**src/jtap_pkg.sv**
```systemverilog
/*
 * package for the test access port: tap state encoding, instruction codes,
 * register widths and the packed carriers for pins and debug access.
 * assumes nothing of its surroundings.
 */
package jtap_pkg;

  localparam int JTAP_IR_W = 4;
  localparam int JTAP_DR_W = 32;
  localparam int JTAP_CTL_W = 8;
  localparam int JTAP_TLR_ONES = 5;

  // instruction codes, bypass is all ones
  localparam logic [JTAP_IR_W-1:0] JTAP_IR_IDCODE = 4'h1;
  localparam logic [JTAP_IR_W-1:0] JTAP_IR_CTRL = 4'h8;
  localparam logic [JTAP_IR_W-1:0] JTAP_IR_BYPASS = 4'hf;
  localparam logic [JTAP_IR_W-1:0] JTAP_IR_RESET = JTAP_IR_IDCODE;
  localparam logic [1:0] JTAP_IR_CAPTURE = 2'h1;

  // identification value, arbitrary
  localparam logic [JTAP_DR_W-1:0] JTAP_IDCODE_VAL = 32'h1234_5671;
  localparam logic [JTAP_CTL_W-1:0] JTAP_CTL_RESET = 8'h00;

  // tap states, gray-coded along the scan paths
  typedef enum logic [3:0] {
    JTAP_TLR = 4'h0,
    JTAP_RTI = 4'h1,
    JTAP_SEL_DR = 4'h3,
    JTAP_CAP_DR = 4'h2,
    JTAP_SH_DR = 4'h6,
    JTAP_EX1_DR = 4'h7,
    JTAP_PA_DR = 4'h5,
    JTAP_EX2_DR = 4'h4,
    JTAP_UPD_DR = 4'hc,
    JTAP_SEL_IR = 4'hd,
    JTAP_CAP_IR = 4'hf,
    JTAP_SH_IR = 4'he,
    JTAP_EX1_IR = 4'ha,
    JTAP_PA_IR = 4'hb,
    JTAP_EX2_IR = 4'h9,
    JTAP_UPD_IR = 4'h8
  } jtap_state_t;

  // probe-side pins after synchronisation
  typedef struct packed {
    logic tck;
    logic tms;
    logic tdi;
    logic trst_n;
    logic sel;
  } jtap_pins_t;

  // control word written through the port
  typedef struct packed {
    logic strobe;
    logic [JTAP_CTL_W-1:0] data;
  } jtap_ctl_t;

endpackage

```
**src/jtap_port.sv**
```systemverilog
/*
 * test access port controller: tap state machine, instruction register,
 * idcode/bypass/control data registers, return clock and strap capture.
 * assumes MCLK is far faster than the probe clock (40 MHz vs 5 MHz) so
 * each probe clock edge is seen after synchronisation; all probe pins,
 * including the probe reset, are asynchronous and pass two flip-flops.
 */
`timescale 1ns/1ps

// Summary of operation
// - low test reset initialises the controller after two-flop synchronisation to MCLK, independent of test clock.
// - serial output changes only on falling test clock edges.
// - serial input is sampled on rising test clock edges in the two shift states.
// - mode select is sampled on rising edges and steps the state machine.
// - apart from test reset and strap capture, all test logic and control accesses are paced by the test clock.
// - controller-select strap is captured when test reset deasserts.
// - return clock output, shared pin; disabled while single-wire use is chosen.
module jtap_port
  import jtap_pkg::*;
(
  input wire logic MCLK,
  input wire logic RESETN,
  input wire logic TEST_RESET_N,
  input wire logic TEST_CLK,
  input wire logic TEST_MODE,
  input wire logic TEST_DIN,
  input wire logic CTRL_SELECT,
  input wire logic SINGLE_WIRE_EN,
  output logic TEST_DOUT,
  output logic TEST_DOUT_OE,
  output logic RETURN_TEST_CLOCK,
  output logic RETURN_TEST_CLOCK_OE,
  output logic DEBUG_SELECTED,
  output jtap_ctl_t CTRL_WRITE
);

  jtap_pins_t pins_raw;
  jtap_pins_t pins;
  jtap_state_t state_ff, nxt_state;
  logic tck_d_ff, nxt_tck_d;
  logic rst_d_ff, nxt_rst_d;
  logic [JTAP_IR_W-1:0] ir_sh_ff, nxt_ir_sh, ir_ff, nxt_ir;
  logic [JTAP_DR_W-1:0] dr_sh_ff, nxt_dr_sh;
  logic [JTAP_CTL_W-1:0] ctl_ff, nxt_ctl;
  logic strobe_ff, nxt_strobe;
  logic sel_ff, nxt_sel;
  logic tdo_ff, nxt_tdo, tdo_oe_ff, nxt_tdo_oe;
  logic ret_clk_ff, nxt_ret_clk, ret_clk_oe_ff, nxt_ret_clk_oe;
  logic rise, fall, tap_rst, rst_rise;

  assign pins_raw = '{tck: TEST_CLK, tms: TEST_MODE, tdi: TEST_DIN,
                      trst_n: TEST_RESET_N, sel: CTRL_SELECT};

  jtap_sync jtap_sync_i (
    .clk(MCLK),
    .rst_n(RESETN),
    .din(pins_raw),
    .dout(pins)
  );

  // edges of the probe clock, seen from MCLK
  assign rise = pins.tck & ~tck_d_ff;
  assign fall = ~pins.tck & tck_d_ff;
  assign tap_rst = ~pins.trst_n;
  assign rst_rise = pins.trst_n & ~rst_d_ff;

  // tap state machine, stepped by mode select at rising edges
  always_comb begin
    nxt_state = state_ff;
    if (tap_rst) begin
      nxt_state = JTAP_TLR;
    end else if (rise) begin
      unique case (state_ff)
        JTAP_TLR: nxt_state = pins.tms ? JTAP_TLR : JTAP_RTI;
        JTAP_RTI: nxt_state = pins.tms ? JTAP_SEL_DR : JTAP_RTI;
        JTAP_SEL_DR: nxt_state = pins.tms ? JTAP_SEL_IR : JTAP_CAP_DR;
        JTAP_CAP_DR: nxt_state = pins.tms ? JTAP_EX1_DR : JTAP_SH_DR;
        JTAP_SH_DR: nxt_state = pins.tms ? JTAP_EX1_DR : JTAP_SH_DR;
        JTAP_EX1_DR: nxt_state = pins.tms ? JTAP_UPD_DR : JTAP_PA_DR;
        JTAP_PA_DR: nxt_state = pins.tms ? JTAP_EX2_DR : JTAP_PA_DR;
        JTAP_EX2_DR: nxt_state = pins.tms ? JTAP_UPD_DR : JTAP_SH_DR;
        JTAP_UPD_DR: nxt_state = pins.tms ? JTAP_SEL_DR : JTAP_RTI;
        JTAP_SEL_IR: nxt_state = pins.tms ? JTAP_TLR : JTAP_CAP_IR;
        JTAP_CAP_IR: nxt_state = pins.tms ? JTAP_EX1_IR : JTAP_SH_IR;
        JTAP_SH_IR: nxt_state = pins.tms ? JTAP_EX1_IR : JTAP_SH_IR;
        JTAP_EX1_IR: nxt_state = pins.tms ? JTAP_UPD_IR : JTAP_PA_IR;
        JTAP_PA_IR: nxt_state = pins.tms ? JTAP_EX2_IR : JTAP_PA_IR;
        JTAP_EX2_IR: nxt_state = pins.tms ? JTAP_UPD_IR : JTAP_SH_IR;
        JTAP_UPD_IR: nxt_state = pins.tms ? JTAP_SEL_DR : JTAP_RTI;
      endcase
    end
  end

  // instruction and data shift paths, moved at rising edges only; test reset also reloads the instruction register
  always_comb begin
    nxt_ir_sh = ir_sh_ff;
    nxt_ir = ir_ff;
    nxt_dr_sh = dr_sh_ff;
    nxt_ctl = ctl_ff;
    nxt_strobe = 1'b0;
    if (tap_rst) begin
      nxt_ir = JTAP_IR_RESET;
    end else if (rise) begin
      unique case (state_ff)
        JTAP_TLR: nxt_ir = JTAP_IR_RESET;
        JTAP_CAP_IR: nxt_ir_sh = {{(JTAP_IR_W-2){1'b0}}, JTAP_IR_CAPTURE};
        JTAP_SH_IR: nxt_ir_sh = {pins.tdi, ir_sh_ff[JTAP_IR_W-1:1]};
        JTAP_UPD_IR: nxt_ir = ir_sh_ff;
        JTAP_CAP_DR: begin
          if (ir_ff == JTAP_IR_IDCODE) begin
            nxt_dr_sh = JTAP_IDCODE_VAL;
          end else if (ir_ff == JTAP_IR_CTRL) begin
            nxt_dr_sh = {{(JTAP_DR_W-JTAP_CTL_W){1'b0}}, ctl_ff};
          end else begin
            nxt_dr_sh = '0;
          end
        end
        JTAP_SH_DR: begin
          if (ir_ff == JTAP_IR_IDCODE) begin
            nxt_dr_sh = {pins.tdi, dr_sh_ff[JTAP_DR_W-1:1]};
          end else if (ir_ff == JTAP_IR_CTRL) begin
            nxt_dr_sh = {{(JTAP_DR_W-JTAP_CTL_W){1'b0}}, pins.tdi,
                         dr_sh_ff[JTAP_CTL_W-1:1]};
          end else begin
            nxt_dr_sh = {{(JTAP_DR_W-1){1'b0}}, pins.tdi}; // bypass bit
          end
        end
        JTAP_UPD_DR: begin
          // control write lands only in the debugger-facing controller
          if (ir_ff == JTAP_IR_CTRL && sel_ff) begin
            nxt_ctl = dr_sh_ff[JTAP_CTL_W-1:0];
            nxt_strobe = 1'b1;
          end
        end
        default: ;
      endcase
    end
  end

  // serial output: picked at falling edges so the probe samples it stable
  always_comb begin
    nxt_tdo = tdo_ff;
    nxt_tdo_oe = tdo_oe_ff;
    if (tap_rst) begin
      nxt_tdo_oe = 1'b0;
    end else if (fall) begin
      nxt_tdo_oe = (state_ff == JTAP_SH_DR) || (state_ff == JTAP_SH_IR);
      nxt_tdo = (state_ff == JTAP_SH_IR) ? ir_sh_ff[0] : dr_sh_ff[0];
    end
  end

  // strap capture at test reset release; return clock follows sampled clock
  always_comb begin
    nxt_sel = sel_ff;
    if (rst_rise) begin
      nxt_sel = pins.sel;
    end
    nxt_tck_d = pins.tck;
    nxt_rst_d = pins.trst_n;
    // return clock echoes the synchronised clock, pacing an adaptive probe
    nxt_ret_clk_oe = ~SINGLE_WIRE_EN;
    nxt_ret_clk = pins.tck & ~SINGLE_WIRE_EN;
  end

  // registers; reset of the whole block via RESETN
  always_ff @(posedge MCLK or negedge RESETN) begin
    if (!RESETN) begin
      state_ff <= JTAP_TLR;
      tck_d_ff <= 1'b0;
      rst_d_ff <= 1'b0;
      ir_sh_ff <= '0;
      ir_ff <= JTAP_IR_RESET;
      dr_sh_ff <= '0;
      ctl_ff <= JTAP_CTL_RESET;
      strobe_ff <= 1'b0;
      sel_ff <= 1'b1;
      tdo_ff <= 1'b0;
      tdo_oe_ff <= 1'b0;
      ret_clk_ff <= 1'b0;
      ret_clk_oe_ff <= 1'b0;
    end else begin
      state_ff <= nxt_state;
      tck_d_ff <= nxt_tck_d;
      rst_d_ff <= nxt_rst_d;
      ir_sh_ff <= nxt_ir_sh;
      ir_ff <= nxt_ir;
      dr_sh_ff <= nxt_dr_sh;
      ctl_ff <= nxt_ctl;
      strobe_ff <= nxt_strobe;
      sel_ff <= nxt_sel;
      tdo_ff <= nxt_tdo;
      tdo_oe_ff <= nxt_tdo_oe;
      ret_clk_ff <= nxt_ret_clk;
      ret_clk_oe_ff <= nxt_ret_clk_oe;
    end
  end

  assign TEST_DOUT = tdo_ff;
  assign TEST_DOUT_OE = tdo_oe_ff;
  assign RETURN_TEST_CLOCK = ret_clk_ff;
  assign RETURN_TEST_CLOCK_OE = ret_clk_oe_ff;
  assign DEBUG_SELECTED = sel_ff;
  assign CTRL_WRITE = '{strobe: strobe_ff, data: ctl_ff};

  // helper: consecutive rising edges with mode high, saturating so it never wraps
  logic [2:0] ones_cnt_ff, nxt_ones_cnt;
  always_comb begin
    nxt_ones_cnt = ones_cnt_ff;
    if (tap_rst || (rise && !pins.tms)) begin
      nxt_ones_cnt = 3'h0;
    end else if (rise && ones_cnt_ff != 3'h7) begin
      nxt_ones_cnt = ones_cnt_ff + 3'h1;
    end
  end

  // helper register
  always_ff @(posedge MCLK or negedge RESETN) begin
    if (!RESETN) begin
      ones_cnt_ff <= 3'h0;
    end else begin
      ones_cnt_ff <= nxt_ones_cnt;
    end
  end

  a_trst_forces_tlr: assert property (@(posedge MCLK) disable iff (!RESETN)
    tap_rst |=> state_ff == JTAP_TLR) else $error("test reset did not force reset state");

  a_dout_on_fall: assert property (@(posedge MCLK) disable iff (!RESETN)
    !fall |=> $stable(TEST_DOUT)) else $error("serial output moved off a falling edge");

  a_shift_takes_din: assert property (@(posedge MCLK) disable iff (!RESETN)
    (rise && !tap_rst && state_ff == JTAP_SH_IR) |=> ir_sh_ff[JTAP_IR_W-1] == $past(pins.tdi))
    else $error("instruction shift lost the input bit");

  a_state_on_rise: assert property (@(posedge MCLK) disable iff (!RESETN)
    (!rise && !tap_rst) |=> $stable(state_ff)) else $error("state moved without a clock edge");

  a_ctl_on_update: assert property (@(posedge MCLK) disable iff (!RESETN)
    !(rise && state_ff == JTAP_UPD_DR) |=> !strobe_ff) else $error("control write off update");

  a_strap_at_release: assert property (@(posedge MCLK) disable iff (!RESETN)
    rst_rise |=> DEBUG_SELECTED == $past(pins.sel)) else $error("strap not captured");

  a_ret_clk_shared: assert property (@(posedge MCLK) disable iff (!RESETN)
    SINGLE_WIRE_EN ##1 SINGLE_WIRE_EN |-> !RETURN_TEST_CLOCK_OE && !RETURN_TEST_CLOCK)
    else $error("return clock driven while single-wire active");

  a_five_ones_tlr: assert property (@(posedge MCLK) disable iff (!RESETN)
    ones_cnt_ff >= 3'(JTAP_TLR_ONES) |-> state_ff == JTAP_TLR)
    else $error("five ones did not reach reset");

endmodule

```
**src/jtap_sync.sv**
```systemverilog
/*
 * two-flop synchroniser for a bundle of pin levels.
 * assumes the inputs are asynchronous to clk and are plain levels.
 */
`timescale 1ns/1ps
module jtap_sync
  import jtap_pkg::*;
(
  input wire logic clk,
  input wire logic rst_n,
  input wire jtap_pins_t din,
  output jtap_pins_t dout
);

  jtap_pins_t meta_ff;
  jtap_pins_t sync_ff;
  jtap_pins_t nxt_meta;
  jtap_pins_t nxt_sync;

  // first stage feeds only the second stage
  always_comb begin
    nxt_meta = din;
    nxt_sync = meta_ff;
  end

  // idle values: clock low, mode high, reset asserted, strap high
  always_ff @(posedge clk or negedge rst_n) begin
    if (!rst_n) begin
      meta_ff <= '{tck: 1'b0, tms: 1'b1, tdi: 1'b0, trst_n: 1'b0, sel: 1'b1};
      sync_ff <= '{tck: 1'b0, tms: 1'b1, tdi: 1'b0, trst_n: 1'b0, sel: 1'b1};
    end else begin
      meta_ff <= nxt_meta;
      sync_ff <= nxt_sync;
    end
  end

  assign dout = sync_ff;

endmodule

```
**config.mk**
```make
export PLATFORM = sky130hd
export DESIGN_NAME = jtap_port
export DESIGN_NICKNAME = d
export VERILOG_FILES = /design/src/jtap_pkg.sv /design/src/jtap_port.sv /design/src/jtap_sync.sv
export SDC_FILE = /design/constraint.sdc
export NUM_CORES = 1
export LEC_CHECK = 0
export BUFFER_PORTS_ARGS = -buffer_cell sky130_fd_sc_hd__buf_2
export CELL_PAD_IN_SITES_DETAIL_PLACEMENT = 1
export CELL_PAD_IN_SITES_GLOBAL_PLACEMENT = 2
export CORE_MARGIN = 2
export CORE_UTILIZATION = 39
export DETAILED_ROUTE_END_ITERATION = 8
export GPL_TIMING_DRIVEN = 0
export PLACE_DENSITY = 0.87
export SLEW_MARGIN = 40
export SYNTH_ARGS = -nofsm -noshare
export SYNTH_HDL_FRONTEND = slang
export SYNTH_SLANG_ARGS = --single-unit
```
**constraint.sdc**
```tcl
create_clock -name MCLK -period 2.1 [get_ports MCLK]
set_clock_uncertainty 0.15 [all_clocks]
set_input_delay 0.42 -clock MCLK [delete_from_list [all_inputs] [get_ports MCLK]]
set_output_delay 0.42 -clock MCLK [all_outputs]
set_load 0.005 [all_outputs]
```
Word-level counts from Yosys, hierarchy flattened
Index checks and enable logic that the tools add are counted.
W data, S select, Z words.
{"block": "totals", "regBits": 70, "word_cells": 95}
{"block": "classes", "mux": 31, "reduce_logical": 13, "bitwise": 8, "n_eq_ne": 20}
{"operator": "$pmux W32 S2", "count": 1}
{"operator": "$pmux W4 S12", "count": 1}
{"operator": "$eq A4 B4 Y1 const B", "count": 9}
{"operator": "$mux W32", "count": 1}
{"operator": "$mux W4", "count": 8}
{"operator": "$mux W29", "count": 1}
{"operator": "$eq A4 B3 Y1 const B", "count": 4}
{"operator": "$mux W8", "count": 2}
{"operator": "$pmux W4 S2", "count": 2}
{"operator": "$mux W1", "count": 10}
{"operator": "$eq A4 B1 Y1 const B", "count": 2}
{"operator": "$eq A4 B2 Y1 const B", "count": 2}
{"operator": "$mux W2", "count": 3}
{"operator": "$mux W3", "count": 2}
{"operator": "$reduce_and A3 Y1", "count": 2}
{"operator": "$and A1 B1 Y1", "count": 4}
{"operator": "$logic_not A4 Y1", "count": 1}
{"operator": "$ne A2 B2 Y1 const B", "count": 2}
{"operator": "$not A1 Y1", "count": 4}
{"operator": "$reduce_and A2 Y1", "count": 2}
{"operator": "$reduce_and A4 Y1", "count": 1}
{"operator": "$reduce_bool A2 Y1", "count": 2}
{"operator": "$reduce_or A2 Y1", "count": 2}
{"operator": "$ne A3 B3 Y1 const B", "count": 1}
{"operator": "other kinds (3)", "count": 3}

Logic depth before layout (Yosys ltp)
Gate-level depths: netlist of run 1.
{"block": "depth", "ltp_word": 6, "mapped_depth": 7, "depth_no_buf": 4}

By module
Synthesis of run 1 repeated with hierarchy kept, for this count alone.
{"block": "hier_totals", "hier_cells": 257, "hier_area_um2": 3012.9}
{"mod": "jtap_port", "cells_per_inst": 247, "n_inst": 1, "area_per_inst_um2": 2757.6, "seq_area_each_um2": 1503.9}
{"mod": "jtap_sync", "cells_per_inst": 10, "n_inst": 1, "area_per_inst_um2": 255.2, "seq_area_each_um2": 255.2}

Worst setup path before layout of run 1
No wires, ideal clock.
{"block": "synth_path", "kind": "register -> register", "from": "register ir_ff[0]", "to": "register dr_sh_ff[0]", "path_slack_ns": 0.211, "synth_period_minus_slack_ns": 1.889, "path_buffers": 0, "arrival_ns": 1.613, "stages_incl_launch_ff": 5, "path_cell_list": "dfstp_2 -> xnor2_1 -> nor3_1 -> mux2_2 -> a221o_1"}
{"block": "synth_via", "elab_chain_len": 4}
{"item": "start, declared", "line_no": "jtap_port.sv:42", "rtl": "logic [JTAP_IR_W-1:0] ir_sh_ff, nxt_ir_sh, ir_ff, nxt_ir;"}
{"item": "start signal, assigned", "line_no": "jtap_port.sv:186", "rtl": "ir_ff <= nxt_ir;"}
{"item": "$eq A4 B4 Y1", "line_no": "jtap_port.sv:112, jtap_port.sv:121"}
{"item": "$mux W8 (on tied branches)", "line_no": "jtap_port.sv:121, jtap_port.sv:112"}
{"item": "$mux W32 / $mux W29 (equally long branches)", "line_no": "jtap_port.sv:119, jtap_port.sv:110"}
{"item": "$pmux W32 S2 (*)", "line_no": "jtap_port.sv:104", "rtl": "unique case (state_ff)"}
{"item": "end signal, assigned", "line_no": "jtap_port.sv:187", "rtl": "dr_sh_ff <= nxt_dr_sh;"}
{"item": "end, declared", "line_no": "jtap_port.sv:43", "rtl": "logic [JTAP_DR_W-1:0] dr_sh_ff, nxt_dr_sh;"}
Every way passes the cells marked *; elsewhere a longest branch is shown, timed or not.
A chain may end at the register's enable or synchronous reset.

Worst setup path after layout of run 1
{"block": "layout_path", "from": "register ir_ff[0]", "to": "register dr_sh_ff[16]"}
{"block": "layout_via", "elab_chain_len": 3}
{"item": "$eq A4 B1 Y1", "line_no": "jtap_port.sv:110, jtap_port.sv:119"}
{"item": "$mux W32", "line_no": "jtap_port.sv:119", "rtl": "if (ir_ff == JTAP_IR_IDCODE) begin"}
{"item": "$pmux W32 S2", "line_no": "jtap_port.sv:104"}
No other way between the ends.

==> results of run 1 <==
[worst max-delay path, cell delays in order (launching register included)]
cell and delay (ps):
dfstp_2 580, or4b_4 530, nor3_4 340, buf_6 200
a22o_1 140
[flip-flops by register name, indices dropped and copies added (netlist names), 4 cells and up]
name and flops:
ir_sh_ff 4, jtap_sync_i.meta_ff 5, ir_ff 4, ctl_ff 8, state_ff 4, dr_sh_ff 32
jtap_sync_i.dout 5
[where the power goes]
group / internal, mW / switching, mW
Sequential: 1.46 / 0.0687
Combinational: 0.0787 / 0.124
Clock: 0.577 / 0.501
Total: 2.11 / 0.693
[path summary, 6_finish.rpt]
kind | cells past startpoint | slack, ps | to
max | 4 | 120 | dr_sh_ff[16]$_DFFE_PN0P_
min | 1 | 30 | jtap_sync_i.meta_ff[3]$_DFF_PN1_
max reg2reg | 4 | 120 | dr_sh_ff[16]$_DFFE_PN0P_
min reg2reg | 0 | 210 | jtap_sync_i.dout[1]$_DFF_PN0_
max in group asynchronous | 3 | 850 | jtap_sync_i.dout[3]$_DFF_PN1_
min in group asynchronous | 2 | 390 | RETURN_TEST_CLOCK$_DFF_PN0_
[kinds of logic (layout without fill, tap and decap cells)]
| logic type | after synthesis | in the layout | synth area share [%] |
|---|---|---|---|
| buf+inv | 25 | 65 | 3.77 |
| mux | 13 | 13 | 4.83 |
| simple gates | 78 | 78 | 14.2 |
| flops | 70 | 70 | 59.6 |
| xor+xnor | 1 | 1 | 0.297 |
| compound gates | 77 | 77 | 17.3 |
[Yosys cell counts (2+ instances only)]
master / count / area [um2]
dfrtp_1: 64 / 1600
nand2_1: 32 / 120
o21ai_0: 30 / 150
a22o_1: 15 / 131
clkbuf_1: 10 / 37.5
mux2_2: 10 / 113
nor2_1: 8 / 30.0
a21oi_1: 7 / 35.0
dfstp_2: 6 / 158
inv_1: 6 / 22.5
nand3_1: 6 / 30.0
nor3_1: 5 / 25.0
a21boi_0: 4 / 30.0
buf_2: 4 / 20.0
nor2b_1: 4 / 25.0
o211ai_1: 4 / 30.0
mux2i_1: 3 / 30.0
nand2b_1: 3 / 18.8
o22ai_1: 3 / 18.8
a211oi_1: 2 / 15.0
nand3b_1: 2 / 15.0
nand4_1: 2 / 12.5
nor4_1: 2 / 12.5
nor4b_1: 2 / 17.5
o221ai_1: 2 / 17.5
o31ai_1: 2 / 15.0
[layout make-up]
type	count	area (um2)
fillers	831	3850
flip-flops and latches	70	1760
multi-input cells	169	1100
repair buffers	24	149
clock buffers	10	138
well taps	99	124
plain buffers	18	88.8
clock inverters	6	61.3
inverters	7	26.3
[what timing repair did]
| item | CTS | global route |
|---|---|---|
| pin swaps | 0 | 1 |
| setup endpoints to repair | 9 | 16 |
| hold buffers | 1 | 0 |
| buffers inserted | 0 | 1 |
| hold endpoints to repair | 31 | 0 |
| resized for setup | 2 | 7 |
[per-stage QoR]
step	cell area, um2	util (%)	hold slack [ps]
after floorplan	2950	-	-25.6
after global placement	3180	43.6	181
after detailed placement	3210	44.0	177
after CTS	3430	47.0	17.4
after global routing	3440	47.2	17.0
final	3440	47.2	32.9
[routing by layer]
| metal | global-route usage (%) | routed length [um] | vias up | part of all wire [%] |
|---|---|---|---|---|
| li1 | - | - | 1021 | - |
| met1 | 24.5 | 3280 | 1103 | 50 |
| met2 | 26.4 | 3040 | 29 | 46 |
| met3 | 2.90 | 174 | 9 | 2.6 |
| met4 | 6.06 | 78 | 0 | 1.2 |
| met5 | 0 | 0 | - | 0 |
[cells in the final DEF (no fill, tap or decap), drive strengths merged, types with 2 or more instances in the layout]
cell,count
dfstp,6
o211ai,4
a22o,15
o22ai,3
nor2b,4
o21ai,30
nand3b,2
clkbuf,21
nor4,2
a21boi,4
o221ai,2
dfrtp,64
a21oi,7
mux2i,3
nand2,32
mux2,10
nand3,6
nand4,3
nor2,8
a211oi,2
nand2b,3
inv,6
clkinv,5
and2,2
nor3,6
nor4b,2
buf,30
o31ai,2
==> impl_results.md, run 1 <==
* Number of warnings issued by yosys at 0
* Drt drc at 0
* Die width at 91.0 um
* Top_reg_cell synth: dfrtp_1
* Row Count at 31
* Critical path launch point type: flip-flop
* Total Wirelength at 6580 um
* Synth cell types at 52
* Vias at 2162
* Reg-to-Reg Start: ir_ff[0]$_DFFE_PN1P_
* Tmin final at 1980 ps
* Type of the worst setup path: reg2reg
* Sequential share of the synthesized area at 59.6%
* Required time worst endpoint at 2230 ps
* Async set-reset flop share out of synthesis at 100%
* Final count of hold timing violations at 0
* Flops & latches, synth at 70
* CTS tree: built
* Cell count after synthesis at 264
* First-pass GRT wire length at 11400 um
* Final setup violating endpoints at 0
* Lkg Pwr at 1.58 nW
* DRT iter0 DRCs at 101
* Worst EP arrival at 2110 ps
* Port Buffers at 21
* Vias per cell at 5.36
* Gpl congestion at 0.812
* CP endpoint kind: flip-flop
* Setup crit start: ir_ff[0]$_DFFE_PN1P_
* RSZ-0062 raised after global routing: false
* DR WL/cell at 16.3 um
* Mapped cell area at 2950 um2
* Syn_area_per_cell at 11.2 um2
* Achievable Freq at 504 MHz
* Post-synth net total at 272
* Slew @ Worst Pin at 627 ps
* Num ports at 22
* Crit-path max FO at 10
* Die height at 91.0 um
* Largest net degree at the start of global routing at 37
* Initial Util at 40.5%
* Number of flops mapped to enable cells by yosys at 0
* Pre-Repair DR Iteration Count at 4
* Detailed Place HPWL at 4460 um
* Clk slew on worst S/H paths at 80 ps
* Area of the die at 8280 um2
* Dpl cells at 385
* Worst VDD drop at 259 uV
* Setup TNS at 0 ps
* Total power draw at 2.81 mW
* Hold crit path type: in2reg
* Antenna viol nets, final at 0
* Vias in the first global route at 2275
* Slew Limit Fails at 0
* Final nets at 307
* Setup ws final at 116 ps
* Slew HR at 57.8%
* CTS Root Cell: clkbuf_8
* Antenna fix cells at 0
* Clock sink total at 70
* P&R area growth vs syn at 16.7%
* Initial antenna violation count at 0
* H-tree levels at 3
* Min-delay src: TEST_MODE
* Total GRT Usage at 17.1%
* Maxcap violations at 0
* Pwr Density at 815 nW/um2
* Outcome: finished, final reports clean
* Final period util at 94.5%
* Gr ovfl total at 0
* Ratio of cells with drive above 1 in the final layout at 24.0%
* Setup WS pre-CTS at -24.4 ps
* CTS Buffer Depth at 2
* Worst skew pair latency at 330 ps
* Inserted Clock Buffers at 9
* Core region area at 7290 um2
* Fin cells at 403
No activity file was read; power rests on OpenSTA's default activity.
==> run 2, diff against run 1 <==
--- a/config.mk
+++ b/config.mk
@@ -13,6 +13,7 @@
 export DETAILED_ROUTE_END_ITERATION = 8
 export GPL_TIMING_DRIVEN = 0
 export PLACE_DENSITY = 0.87
+export RECOVER_POWER = 100
 export SLEW_MARGIN = 40
 export SYNTH_ARGS = -nofsm -noshare
 export SYNTH_HDL_FRONTEND = slang
==> run 2 against run 1 <==
Against the previous run: utilization is 0.15 points lower; final cell count stayed put; design area is 0.33% lower; maximum frequency about the same; global-route usage stayed put; worst setup slack better by 1.1 ps; clock power is essentially flat; die area did not move; non-clock buffer count is the same; clock-buffer cell count did not move.
==> impl_results.md, run 2 (synthesis results as in run 1) <==
* Outcome: finished, final reports clean
* Pwr Density at 817 nW/um2 (+0.24%)
* Gr ovfl total at 0 (unchanged)
* Tmin final at 1980 ps (-1.11 ps)
* P&R area growth vs syn at 16.3%
* Reg2Reg Setup Slack at 120 ps (about the same)
* Largest net degree at the start of global routing at 37 (unchanged)
* Detailed Place HPWL at 4460 um (unchanged)
* Initial antenna violation count at 0 (unchanged)
* Drt drc at 0 (unchanged)
* Hold WS at 32.6 ps (-0.319 ps)
* CTS Root Cell: clkbuf_8
* M3 GR Usage at 2.90% (unchanged)
* Commonest non-fill, non-tap cells in the layout: dfrtp_1, nand2_1, o21ai_0
* Lkg Pwr at 1.57 nW (-1.0%)
* Type of the worst setup path: reg2reg
* Hold crit path type: in2reg
* Core region area at 7290 um2 (unchanged)
* Ratio of cells with drive above 1 in the final layout at 21.7% (-2.3 points)
* Final count of hold timing violations at 0 (unchanged)
* Clock sink total at 70 (unchanged)
* Area of the die at 8280 um2 (unchanged)
* Vias in the first global route at 2275 (unchanged)
* Port Buffers at 21 (unchanged)
* Antenna viol nets, final at 0 (unchanged)
* Die width at 91.0 um (unchanged)
* Final period util at 94.4% (about the same)
* Vias at 2155 (-0.32%)
* Final setup violating endpoints at 0 (unchanged)
* Clk slew on worst S/H paths at 80 ps (about the same)
* Commonest non-fill, non-tap cell in the layout: dfrtp_1
* Antenna fix cells at 0 (unchanged)
* Dpl cells at 385 (unchanged)
* Worst VDD drop at 259 uV (about the same)
* Die height at 91.0 um (unchanged)
* Maxcap violations at 0 (unchanged)
* Num ports at 22 (unchanged)
* Gpl congestion at 0.812 (unchanged)
* RSZ-0062 raised after global routing: false
* CP endpoint kind: flip-flop
* Top Registers: dr_sh_ff: 32 flops, ctl_ff: 8 flops
* Slew Limit Fails at 0 (unchanged)
* Crit-path max FO at 10 (unchanged)
* Achievable Freq at 504 MHz (about the same)
* Slew HR at 43.7% (-14 points)
* Initial Util at 40.5% (unchanged)
* CTS Buffer Depth at 2 (unchanged)
* Vias per cell at 5.35 (-0.32%)
* Fillers at 833 (+0.24%)
* Row Count at 31 (unchanged)
* Met2 Use GR at 26.4% (unchanged)
* Total GRT Usage at 17.1% (unchanged)
* Largest reg by FF count: dr_sh_ff
* H-tree levels at 3 (unchanged)
* Worst skew pair latency at 330 ps (about the same)
* Critical path launch point type: flip-flop
* Required time worst endpoint at 2230 ps (about the same)
* Max FFs per register at 32 (unchanged)
* Grt met1 use at 24.5% (unchanged)
* Worst EP arrival at 2110 ps (about the same)
* Total Wirelength at 6570 um (-0.14%)
* Inserted Clock Buffers at 9 (unchanged)
* DRT iter0 DRCs at 119 (+18%)
* Pre-Repair DR Iteration Count at 4 (unchanged)
* Busiest grt layer: met2
* CTS tree: built
* Final nets at 307 (unchanged)
* Fin cells at 403 (unchanged)
* DR WL/cell at 16.3 um (-0.14%)
* Slew @ Worst Pin at 845 ps (+218 ps)
* First-pass GRT wire length at 11400 um (unchanged)
[run 2: cell count changes in the layout (fill, tap and decap cells not counted), moves of 2 or more]
cell / delta
dfstp_1: +2
clkbuf_2: +3
dfstp_2: -2
clkbuf_1: +5
buf_2: -6
[run 2: what timing repair did]
| item | in CTS | in global routing |
|---|---|---|
| endpoints found under the hold margin | 31 | 0 |
| pin swaps | 0 | 1 |
| gates cloned | 0 | 0 |
| hold buffers | 1 | 0 |
| gates resized for setup | 2 | 7 |
| setup endpoints to repair | 9 | 16 |
| setup buffers | 0 | 1 |
[run 2: final timing paths]
kind                                                   from                                to  cells after the start
max in group asynchronous                            RESETN  jtap_sync_i.meta_ff[3]$_DFF_PN1_                      3
min                                               TEST_MODE  jtap_sync_i.meta_ff[3]$_DFF_PN1_                      1
max reg2reg                            ir_ff[0]$_DFFE_PN1P_          dr_sh_ff[16]$_DFFE_PN0P_                      4
min reg2reg                jtap_sync_i.meta_ff[1]$_DFF_PN0_     jtap_sync_i.dout[1]$_DFF_PN0_                      0
min in group asynchronous                            RESETN       RETURN_TEST_CLOCK$_DFF_PN0_                      2
max                                    ir_ff[0]$_DFFE_PN1P_          dr_sh_ff[16]$_DFFE_PN0P_                      4
[run 2: layout make-up]
class	count	area, um2	area share (%)
Sequential cell	70	1760	51.3
Multi-Input combinational cell	169	1100	32.0
Clock buffer	10	138	4.01
Timing Repair Buffer	24	138	4.01
Tap cell	99	124	3.61
Buffer	18	88.8	2.59
Clock inverter	6	61.3	1.79
Inverter	7	26.3	0.766
[run 2: per-stage QoR]
step                      util (%)  instance area, um2  worst slack [ps]  setup TNS (ps)  total power [mW]
after floorplan                  -                2950               211               0              1.65
after global placement        43.6                3180              13.7               0              1.73
after detailed placement      44.0                3210             -24.4            -173              1.75
after CTS                     47.0                3430              7.95               0              2.84
after global routing          47.1                3430              24.8               0              2.94
final                         47.1                3430               118               0              2.80
[run 2: routing by layer]
metal,part of all wire (%),vias up
met4,1.2,0
met2,46,27
met3,2.3,9
li1,-,1020
met1,50,1099
met5,0,-
[run 2: critical path, stage by stage, from the launching register on]
cell	delay, ps
dfstp_2	580
or4b_4	530
nor3_4	340
buf_6	200
a22o_1	140
[run 2: power by group]
group	internal (mW)	leakage, nW	switching, mW
Combinational	0.0764	0.557	0.123
Clock	0.577	0.102	0.503
Sequential	1.46	0.908	0.0686
